### config.mk
export PLATFORM = sky130hd
export DESIGN_NAME = channel_scan_sequencer
export DESIGN_NICKNAME = d
export VERILOG_FILES = /design/src/hdl/channel_scan_sequencer.v
export VERILOG_INCLUDE_DIRS = /design/src /design/src/hdl
export SDC_FILE = /design/constraint.sdc
export NUM_CORES = 2
export LEC_CHECK = 0
export BUFFER_PORTS_ARGS = -buffer_cell sky130_fd_sc_hd__buf_2
export CAP_MARGIN = 20
export CORE_MARGIN = 10
export CORE_UTILIZATION = 50
export DETAILED_ROUTE_END_ITERATION = 8
export GPL_ROUTABILITY_DRIVEN = 0
export PLACE_DENSITY = 0.66
export SLEW_MARGIN = 20
export SYNTH_ARGS = -nofsm -noshare
export SYNTH_HDL_FRONTEND = slang
export SYNTH_SLANG_ARGS = --single-unit
### constraint.sdc
create_clock -name i_clock -period 27.6 [get_ports i_clock]
set_clock_uncertainty 0.05 [all_clocks]
set_input_delay 2.76 -clock i_clock [delete_from_list [all_inputs] [get_ports i_clock]]
set_output_delay 2.76 -clock i_clock [all_outputs]
set_load 0.005 [all_outputs]
### src/hdl/channel_scan_sequencer_map.vh
`ifndef CHANNEL_SCAN_SEQUENCER_MAP_VH
`define CHANNEL_SCAN_SEQUENCER_MAP_VH
// Register offsets (byte addresses on the plain register port, one 32-bit register every 4).
`define REG_CHAN_CFG 8'h00
`define REG_CHAN_RANGE 8'h04
`define REG_NORM_IVL 8'h08
`define REG_ACQ_IVL 8'h0C
`define REG_CONTROL 8'h10
`define REG_STATUS 8'h14
`define REG_FAULT 8'h18
`define REG_SLOTS 8'h1C
`define REG_CHAN_READ 8'h20
// Field positions of the channel configuration word.
`define CFG_TYPE_LSB 0
`define CFG_TYPE_MSB 4
`define CFG_SCAN_BIT 5
`define CFG_CHAN_LSB 8
`define CFG_CHAN_MSB 15
`define CFG_LAST_LSB 16
`define CFG_LAST_MSB 23
// Control bits.
`define CTL_ARM_BIT 0
`define CTL_ACQ_BIT 1
`define CTL_STOP_BIT 2
// Fault origin bits.
`define FAULT_CHAN_BIT 0
// Module type codes reported by a slot.
`define MOD_EMPTY 2'h0
`define MOD_TC 2'h1
`define MOD_LV 2'h2
`define MOD_HV 2'h3
// Type code ranges.
`define TYPE_TC_LO 5'h01
`define TYPE_TC_HI 5'h09
`define TYPE_LVDC_LO 5'h0B
`define TYPE_LVDC_HI 5'h0E
`define TYPE_LVDC_NOCHK_LO 5'h0F
`define TYPE_LVDC_NOCHK_HI 5'h12
`define TYPE_HVDC_LO 5'h14
`define TYPE_HVDC_HI 5'h16
`define TYPE_LVAC_LO 5'h17
`define TYPE_LVAC_HI 5'h1A
`define TYPE_HVAC_LO 5'h1C
`define TYPE_HVAC_HI 5'h1E
// Interval timing.
`define TENTH_NS 100000000
`define CLOCK_NS 20
`define TENTH_CYCLES (`TENTH_NS / `CLOCK_NS)
`define IVL_MAX_TENTHS 22'h3661E0
`define RESET_IVL 22'h000000
`endif

### src/hdl/channel_scan_sequencer.v
// The register offsets and the plain strobed port were left to the implementer.
`timescale 1ns/1ps
`include "channel_scan_sequencer_map.vh"

module channel_scan_sequencer #(
  parameter CHANNELS = 128,
  parameter SLOTS = 8,
  parameter TENTH_CYCLES = `TENTH_CYCLES
) (
  input wire i_clock,
  input wire i_reset_n,
  input wire [7:0] i_addr,
  input wire [31:0] i_wdata,
  input wire i_write,
  input wire i_read,
  input wire [15:0] i_slot_type,
  input wire i_meas_valid,
  input wire i_meas_alarm,
  output reg [31:0] o_rdata,
  output reg o_chan_valid,
  output reg [6:0] o_chan_num,
  output reg [4:0] o_chan_type,
  output reg o_chan_ac,
  output reg o_scan_start,
  output reg o_scan_store,
  output reg o_alarm_event,
  output reg o_fault
);

  localparam ST_IDLE = 3'b001;
  localparam ST_WALK = 3'b010;
  localparam ST_WAIT = 3'b100;

  // Reset release through two flops so every flop leaves reset on the same edge.
  reg rst_s1_q;
  reg rst_s2_q;
  wire rst_n;
  always @(posedge i_clock or negedge i_reset_n) begin
    if (!i_reset_n) begin
      rst_s1_q <= 1'b0;
      rst_s2_q <= 1'b0;
    end else begin
      rst_s1_q <= 1'b1;
      rst_s2_q <= rst_s1_q;
    end
  end
  assign rst_n = rst_s2_q;

  // Slot sense pins come from outside; three flops, a change counts when stages two and three agree.
  reg [15:0] slot_s1_q;
  reg [15:0] slot_s2_q;
  reg [15:0] slot_s3_q;
  reg [15:0] slot_q;
  always @(posedge i_clock or negedge rst_n) begin
    if (!rst_n) begin
      slot_s1_q <= 16'h0000;
      slot_s2_q <= 16'h0000;
      slot_s3_q <= 16'h0000;
      slot_q <= 16'h0000;
    end else begin
      slot_s1_q <= i_slot_type;
      slot_s2_q <= slot_s1_q;
      slot_s3_q <= slot_s2_q;
      if (slot_s2_q == slot_s3_q) begin
        slot_q <= slot_s3_q;
      end
    end
  end

  // True when the type code fits the module sensed in that slot.
  function type_fits;
    input [1:0] mod;
    input [4:0] code;
    begin
      case (mod)
        `MOD_TC: type_fits = (code >= `TYPE_TC_LO && code <= `TYPE_TC_HI) ||
          (code >= `TYPE_LVDC_LO && code <= `TYPE_LVDC_NOCHK_HI);
        `MOD_LV: type_fits = (code >= `TYPE_LVDC_LO && code <= `TYPE_LVDC_HI) ||
          (code >= `TYPE_LVAC_LO && code <= `TYPE_LVAC_HI);
        `MOD_HV: type_fits = (code >= `TYPE_HVDC_LO && code <= `TYPE_HVDC_HI) ||
          (code >= `TYPE_HVAC_LO && code <= `TYPE_HVAC_HI);
        default: type_fits = 1'b0;
      endcase
    end
  endfunction

  // AC codes mean the range is a peak-to-peak maximum.
  function is_ac;
    input [4:0] code;
    begin
      is_ac = (code >= `TYPE_LVAC_LO && code <= `TYPE_LVAC_HI) ||
        (code >= `TYPE_HVAC_LO && code <= `TYPE_HVAC_HI);
    end
  endfunction

  // Per-channel table: type code and scan membership.
  reg [4:0] type_mem [0:CHANNELS-1];
  reg [CHANNELS-1:0] in_scan_q;
  reg [CHANNELS-1:0] typed_q;

  // Range command state: a range write is applied one channel per cycle.
  reg range_busy_q;
  reg [7:0] range_cur_q;
  reg [7:0] range_last_q;
  reg [4:0] range_type_q;
  reg range_scan_q;
  reg [21:0] norm_ivl_q;
  reg [21:0] acq_ivl_q;
  reg armed_q;
  reg acquiring_q;
  reg fault_q;
  wire lock;
  wire cfg_write;
  wire rng_write;
  wire [7:0] w_first;
  wire [7:0] w_last;
  wire [4:0] w_type;
  wire [1:0] cur_mod;
  wire cur_ok;

  assign lock = armed_q | acquiring_q;
  assign cfg_write = i_write && (i_addr == `REG_CHAN_CFG);
  assign rng_write = i_write && (i_addr == `REG_CHAN_RANGE);
  assign w_first = i_wdata[`CFG_CHAN_MSB:`CFG_CHAN_LSB];
  assign w_last = rng_write ? i_wdata[`CFG_LAST_MSB:`CFG_LAST_LSB] : w_first;
  assign w_type = i_wdata[`CFG_TYPE_MSB:`CFG_TYPE_LSB];
  assign cur_mod = slot_q[2*range_cur_q[6:4] +: 2];
  // A channel must exist in the 128 space and its slot must hold a fitting module.
  assign cur_ok = (range_cur_q < CHANNELS) && type_fits(cur_mod, range_type_q);

  // Configuration engine; a set of the fault bit wins over a clear in the same cycle.
  always @(posedge i_clock or negedge rst_n) begin
    if (!rst_n) begin
      range_busy_q <= 1'b0;
      range_cur_q <= 8'h00;
      range_last_q <= 8'h00;
      range_type_q <= 5'h00;
      range_scan_q <= 1'b0;
      in_scan_q <= {CHANNELS{1'b0}};
      typed_q <= {CHANNELS{1'b0}};
      fault_q <= 1'b0;
    end else begin
      if (i_write && i_addr == `REG_FAULT && i_wdata[`FAULT_CHAN_BIT]) begin
        fault_q <= 1'b0;
      end
      if (range_busy_q) begin
        if (cur_ok) begin
          in_scan_q[range_cur_q[6:0]] <= range_scan_q;
          typed_q[range_cur_q[6:0]] <= 1'b1;
        end else begin
          fault_q <= 1'b1;
        end
        if (range_cur_q >= range_last_q || range_cur_q == 8'hFF) begin
          range_busy_q <= 1'b0;
        end
        range_cur_q <= range_cur_q + 8'h01;
      end else if ((cfg_write || rng_write) && !lock) begin
        range_busy_q <= 1'b1;
        range_cur_q <= w_first;
        range_last_q <= w_last;
        range_type_q <= w_type;
        range_scan_q <= i_wdata[`CFG_SCAN_BIT];
      end
    end
  end

  // Type table write; a table without reset keeps it a plain memory.
  always @(posedge i_clock) begin
    if (range_busy_q && cur_ok) begin
      type_mem[range_cur_q[6:0]] <= range_type_q;
    end
  end

  // Interval registers and acquisition state; intervals saturate at 99 hours.
  always @(posedge i_clock or negedge rst_n) begin
    if (!rst_n) begin
      norm_ivl_q <= `RESET_IVL;
      acq_ivl_q <= `RESET_IVL;
      armed_q <= 1'b0;
      acquiring_q <= 1'b0;
    end else if (i_write) begin
      if (i_addr == `REG_NORM_IVL) begin
        norm_ivl_q <= (i_wdata[21:0] > `IVL_MAX_TENTHS) ? `IVL_MAX_TENTHS : i_wdata[21:0];
      end
      if (i_addr == `REG_ACQ_IVL) begin
        acq_ivl_q <= (i_wdata[21:0] > `IVL_MAX_TENTHS) ? `IVL_MAX_TENTHS : i_wdata[21:0];
      end
      if (i_addr == `REG_CONTROL) begin
        armed_q <= i_wdata[`CTL_ARM_BIT];
        if (i_wdata[`CTL_STOP_BIT]) begin
          acquiring_q <= 1'b0;
        end else if (i_wdata[`CTL_ACQ_BIT]) begin
          acquiring_q <= 1'b1;
        end
      end
    end
  end

  // Tenth-second enable from a divider.
  reg [31:0] div_q;
  wire tenth;
  assign tenth = (div_q == TENTH_CYCLES - 1);
  always @(posedge i_clock or negedge rst_n) begin
    if (!rst_n) begin
      div_q <= 32'h00000000;
    end else if (tenth) begin
      div_q <= 32'h00000000;
    end else begin
      div_q <= div_q + 32'h00000001;
    end
  end

  // Interval timer: reloads at every scan tick with the interval of the current region.
  reg [21:0] ivl_cnt_q;
  wire [21:0] ivl_sel;
  reg scan_due_q;
  assign ivl_sel = acquiring_q ? acq_ivl_q : norm_ivl_q;
  always @(posedge i_clock or negedge rst_n) begin
    if (!rst_n) begin
      ivl_cnt_q <= 22'h000000;
      scan_due_q <= 1'b0;
    end else if (o_scan_start) begin
      ivl_cnt_q <= ivl_sel;
      scan_due_q <= (ivl_sel == 22'h000000);
    end else if (!scan_due_q && tenth) begin
      if (ivl_cnt_q <= 22'h000001) begin
        scan_due_q <= 1'b1;
      end
      ivl_cnt_q <= ivl_cnt_q - 22'h000001;
    end
  end

  // Next member of the scan list at or above a channel; 8'hFF means none.
  function [7:0] next_member;
    input [CHANNELS-1:0] mask;
    input [7:0] from;
    integer k;
    begin
      next_member = 8'hFF;
      for (k = CHANNELS - 1; k >= 0; k = k - 1) begin
        if (mask[k] && k >= from) begin
          next_member = k[7:0];
        end
      end
    end
  endfunction

  // Scan walker: one channel per cycle, whole list every scan, paced by the timer.
  reg [2:0] state_q;
  reg [7:0] walk_q;
  reg [CHANNELS-1:0] snap_q;
  wire [7:0] nxt;
  assign nxt = next_member(snap_q, walk_q);
  always @(posedge i_clock or negedge rst_n) begin
    if (!rst_n) begin
      state_q <= ST_IDLE;
      walk_q <= 8'h00;
      snap_q <= {CHANNELS{1'b0}};
      o_scan_start <= 1'b0;
      o_chan_valid <= 1'b0;
      o_chan_num <= 7'h00;
      o_chan_type <= 5'h00;
      o_chan_ac <= 1'b0;
      o_scan_store <= 1'b0;
    end else begin
      o_scan_start <= 1'b0;
      o_chan_valid <= 1'b0;
      case (state_q)
        ST_IDLE: begin
          if (|in_scan_q && !range_busy_q) begin
            state_q <= ST_WAIT;
          end
        end
        ST_WAIT: begin
          if (scan_due_q && !o_scan_start && |in_scan_q && !range_busy_q) begin
            snap_q <= in_scan_q;
            walk_q <= 8'h00;
            o_scan_start <= 1'b1;
            o_scan_store <= acquiring_q;
            state_q <= ST_WALK;
          end else if (~|in_scan_q) begin
            state_q <= ST_IDLE;
          end
        end
        ST_WALK: begin
          if (nxt == 8'hFF) begin
            state_q <= ST_WAIT;
          end else begin
            o_chan_valid <= 1'b1;
            o_chan_num <= nxt[6:0];
            o_chan_type <= type_mem[nxt[6:0]];
            o_chan_ac <= is_ac(type_mem[nxt[6:0]]);
            walk_q <= nxt + 8'h01;
          end
        end
        default: state_q <= ST_IDLE;
      endcase
    end
  end

  // Alarm event pulse and fault output.
  always @(posedge i_clock or negedge rst_n) begin
    if (!rst_n) begin
      o_alarm_event <= 1'b0;
      o_fault <= 1'b0;
    end else begin
      o_alarm_event <= i_meas_valid & i_meas_alarm;
      o_fault <= fault_q;
    end
  end

  // The type table has no reset, so entries never written read back as zero, not as unknown contents.
  wire [4:0] chan_type_rd;
  assign chan_type_rd = typed_q[i_wdata[6:0]] ? type_mem[i_wdata[6:0]] : 5'h00;

  // Read port: data one cycle after the strobe, zero elsewhere and for unmapped addresses.
  always @(posedge i_clock or negedge rst_n) begin
    if (!rst_n) begin
      o_rdata <= 32'h00000000;
    end else if (i_read) begin
      case (i_addr)
        `REG_NORM_IVL: o_rdata <= {10'h000, norm_ivl_q};
        `REG_ACQ_IVL: o_rdata <= {10'h000, acq_ivl_q};
        `REG_CONTROL: o_rdata <= {30'h00000000, acquiring_q, armed_q};
        `REG_STATUS: o_rdata <= {27'h0000000, range_busy_q, state_q, lock};
        `REG_FAULT: o_rdata <= {31'h00000000, fault_q};
        `REG_SLOTS: o_rdata <= {16'h0000, slot_q};
        `REG_CHAN_READ: o_rdata <= {26'h0000000, in_scan_q[i_wdata[6:0]], chan_type_rd};
        default: o_rdata <= 32'h00000000;
      endcase
    end else begin
      o_rdata <= 32'h00000000;
    end
  end

endmodule

==> flow_metrics.env <==
export IMPL_outcome="complete, but fails checks"
export IMPL_violations="design-rule violations"
export IMPL_end_kind="flip-flop"
export IMPL_ys_async_sr_fraction_pct=49.4
export IMPL_htree_levels=4
export IMPL_syn_to_final_growth_pct=11.2
export IMPL_cts_hold_buffers=0
export IMPL_slew_headroom_pct=8.71
export IMPL_nets=5117
export IMPL_setup_tns_ns=0
export IMPL_ctsResizeCount=0
export IMPL_coreArea_mm2=0.124
export IMPL_synthDistinctLibCells=105
export IMPL_ys_seq_elements=1266
export IMPL_slew_viol_final=0
export IMPL_crit_top_cell="buf_4"
export IMPL_grt_max_degree=167
export IMPL_drv_cap=0
export IMPL_setup_worst_path_start="walk_q[3]"
export IMPL_crit_chain="buf_4 > nand3_1 > a22o_1 > o31ai_1 > a32o_1 > o21a_1 > o21a_1 > buf_4 > o21ai_1 > o21ai_4 > buf_4 > buf_4 > nand2_1 > a32oi_1 > a31oi_1 > nor4_1 > nand4_1 > a2111oi_2 > mux2i_1 > o31ai_2"
export IMPL_crit_required_ns=28.23
export IMPL_yosys_most_used_dff="edfxtp_1"
export IMPL_p_seq_share_pct=49.6
export IMPL_grt_pass1_vias=46600
export IMPL_switching_power_w=0.000944
export IMPL_endpoint="o_chan_ac"
export IMPL_arrival_ns=9.44
export IMPL_met2_usage_pct=46.2
export IMPL_r2r_slack_ns=18.79
export IMPL_finalCriticalPeriod_ns=8.81
export IMPL_die_y_um=374
export IMPL_swShare_pct=23.0
export IMPL_fmax_mhz=113
export IMPL_rsz0062_at_grt="no"
export IMPL_crit_slowest_cell="nand4_1"
export IMPL_finalHoldViolCount=0
export IMPL_use_met1_pct=41.6
export IMPL_synthSimpleGateAreaFrac_pct=11.9
export IMPL_worst_setup_hold_path_clk_slew_ns=0.06
export IMPL_dieArea_mm2=0.140
export IMPL_finalSetupViolCount=0
export IMPL_grt_most_used_layer="met2"
export IMPL_total_power_w=0.00410
export IMPL_internal_power_w=0.00316
export IMPL_clock_path_buffers=3
export IMPL_drc=1
export IMPL_synth_compound_area_share_pct=11.0
export IMPL_finalCritPeriodShare_pct=31.9
export IMPL_critPathLaunchType="flip-flop"
export IMPL_dpl_hpwl_um=151000
export IMPL_insertion_delay_ns=0.79
export IMPL_ioPinCount=112
export IMPL_synthAdderAreaFrac_pct=0.259
export IMPL_irDropWorstVdd_mv=0.0736
export IMPL_yosys_warnings=0
export IMPL_grt_antenna_before_repair=4
export IMPL_wl_per_cell_um=33.9
export IMPL_track_usage_pct=32.0
export IMPL_cts_buffers_inserted=138
export IMPL_drtIter0Drc=8260
export IMPL_r2r_start="walk_q[3]"
export IMPL_grt_first_pass_wirelength_um=331000
export IMPL_final_common_cell="edfxtp_1"
export IMPL_p_leak_nw=27.9
export IMPL_postCtsSetupBuffers=0
export IMPL_clock_sinks=1266
export IMPL_gr_usage_met3_pct=11.4
export IMPL_synthMuxAreaShare_pct=17.5
export IMPL_combPwrFrac_pct=4.1
export IMPL_synth_top_family_by_area="multiplexers"
export IMPL_synthesis_area_mm2=0.0628
export IMPL_grt_overflow_total=0
export IMPL_port_buffers=93
export IMPL_cpPeakStageDelay_ns=0.80
export IMPL_p_per_area_mw_per_mm2=58.7
export IMPL_synth_xor_area_share_pct=1.03
export IMPL_drive_gt1_share_pct=24.0
export IMPL_worstReg2RegEnd="o_chan_ac"
export IMPL_clkPwrFrac_pct=46.3
export IMPL_worstRegToRegCells=20
export IMPL_avgSynthCellArea_um2=12.6
export IMPL_ant_nets=0
export IMPL_worstSetupPathType="flip-flop to flip-flop"
export IMPL_vias_per_cell=7.12
export IMPL_die_w_um=374
export IMPL_dr_pass1_iters=9
export IMPL_cts_tree="done"
export IMPL_crit_fanout=43
export IMPL_hold_class="flip-flop to flip-flop"
export IMPL_vias=48400
export IMPL_yosysSeqAreaShare_pct=55.5
export IMPL_initial_core_util_pct=50.5
export IMPL_synth_edf_count=640
export IMPL_worst_pin_slew_ns=1.36
export IMPL_syn_inst=5000
export IMPL_layout_common_cells="edfxtp_1 (640), dfrtp_1 (616), nand2_1 (456)"
export IMPL_root_buffer="clkbuf_16"
export IMPL_routed_wl_um=231000
export IMPL_row_count=129
[cells in the mapped netlist (17+ instances only)]
cell type	number	area share, %
dfrtp_1	625	25
o21ai_1	17	0.14
or2_2	139	1.4
nand3_1	172	1.4
o21a_1	17	0.20
and2_1	18	0.18
a21o_1	18	0.22
nor4_1	84	0.84
o22ai_1	42	0.42
xor2_1	23	0.32
o21ai_0	232	1.8
nand2b_1	22	0.22
nand2_1	460	2.7
mux2i_1	167	2.7
buf_1	45	0.27
clkbuf_1	188	1.1
nor2b_1	23	0.23
a221oi_1	58	0.81
a31oi_1	41	0.41
xnor2_1	51	0.71
o211ai_1	40	0.48
nor3_1	44	0.35
a21oi_1	172	1.4
o2111ai_1	18	0.25
buf_4	30	0.36
nor2_1	317	1.9
mux2_2	294	5.3
and3_1	39	0.39
a22oi_1	41	0.49
inv_1	63	0.38
edfxtp_1	640	31
a211oi_1	33	0.39
or3_1	38	0.38
nand4_1	63	0.63
o31ai_1	23	0.27
mux4_2	268	9.6
a32oi_1	31	0.43
buf_2	75	0.60
[sequential cells by signal, summed over array words and instances, names as in the netlist, 5 cells and up]
name          flops
range_type_q      5
div_q            32
norm_ivl_q       22
range_last_q      8
type_mem        640
typed_q         128
o_rdata          22
slot_s1_q        16
slot_q           16
slot_s2_q        16
slot_s3_q        16
ivl_cnt_q        22
acq_ivl_q        22
walk_q            8
o_chan_type       5
snap_q          128
in_scan_q       128
range_cur_q       8
o_chan_num        7
[power by group through the flow]
stage	logic (W)	clock network (W)	registers, W
2_1_floorplan	0.0000951	0	0.00208
3_5_place_dp	0.000165	0	0.00207
4_1_cts	0.000166	0.00191	0.00203
6_report	0.000169	0.00190	0.00203
3_3_place_gp	0.000163	0	0.00207
5_1_grt	0.000180	0.00198	0.00203
[worst min path at each step]
| stage | start | endpoint | slack [ns] | cells past startpoint |
|---|---|---|---|---|
| 6_report | slot_s1_q[13] | slot_s2_q[13] | 0.29 | 0 |
| 5_1_grt | slot_s1_q[15] | slot_s2_q[15] | 0.30 | 0 |
| 4_1_cts | slot_s1_q[13] | slot_s2_q[13] | 0.29 | 0 |
| 3_5_place_dp | rst_s1_q | rst_n | 0.29 | 0 |
| 3_3_place_gp | slot_s1_q[8] | slot_s2_q[8] | 0.29 | 0 |
| 2_1_floorplan | rst_s1_q | rst_n | 0.28 | 0 |
[final cells by class]
type	instances	area (um^2)
fill	10100	54500
sequential	1266	34900
multi-input combinational	3338	26400
clock buffer	204	4060
tap	1637	2050
timing repair buffer	233	1550
clock inverter	53	588
inverter	65	245
antenna	5	12.5
[metal layers]
metal,share of wire [%],vias up
li1,-,19400
met1,37,24300
met2,42,3793
met3,14,881
met4,7.0,4
met5,0.011,-
[metrics by stage]
step | setup slack (ns) | util [%] | hold WS, ns | area (um^2) | cells
after global placement | 19.13 | 52.4 | 0.287 | 65100 | 6536
final | 18.79 | 56.2 | 0.285 | 69800 | 6801
after floorplan | 8.81 | - | 0.281 | 62900 | 5009
after detailed placement | 19.04 | 52.4 | 0.288 | 65100 | 6536
after global routing | 18.74 | 56.2 | 0.300 | 69800 | 6797
after CTS | 19.49 | 56.1 | 0.294 | 69800 | 6793
[kinds of logic (layout without fill, tap and decap cells)]
logic type / count (synthesis) / after routing
buffers and inverters: 405 / 555
xor gates and xnor gates: 74 / 74
AOI/OAI and AO/OA: 1005 / 1005
and+or+nand+nor: 1506 / 1506
DFF: 1266 / 1266
other: 2 / 16
muxes: 729 / 729
adders and majority gates: 13 / 13
[worst max-delay path, delay by kind of cell (launching register included)]
| family | cells | cell delay [ns] |
|---|---|---|
| AOI/OAI and AO/OA | 11 | 3.36 |
| buffers and inverters | 4 | 2.34 |
| muxes | 1 | 0.16 |
| DFF | 1 | 0.72 |
| and+or+nand+nor | 4 | 1.95 |
Note: power is estimated with default switching activity, not from simulation.
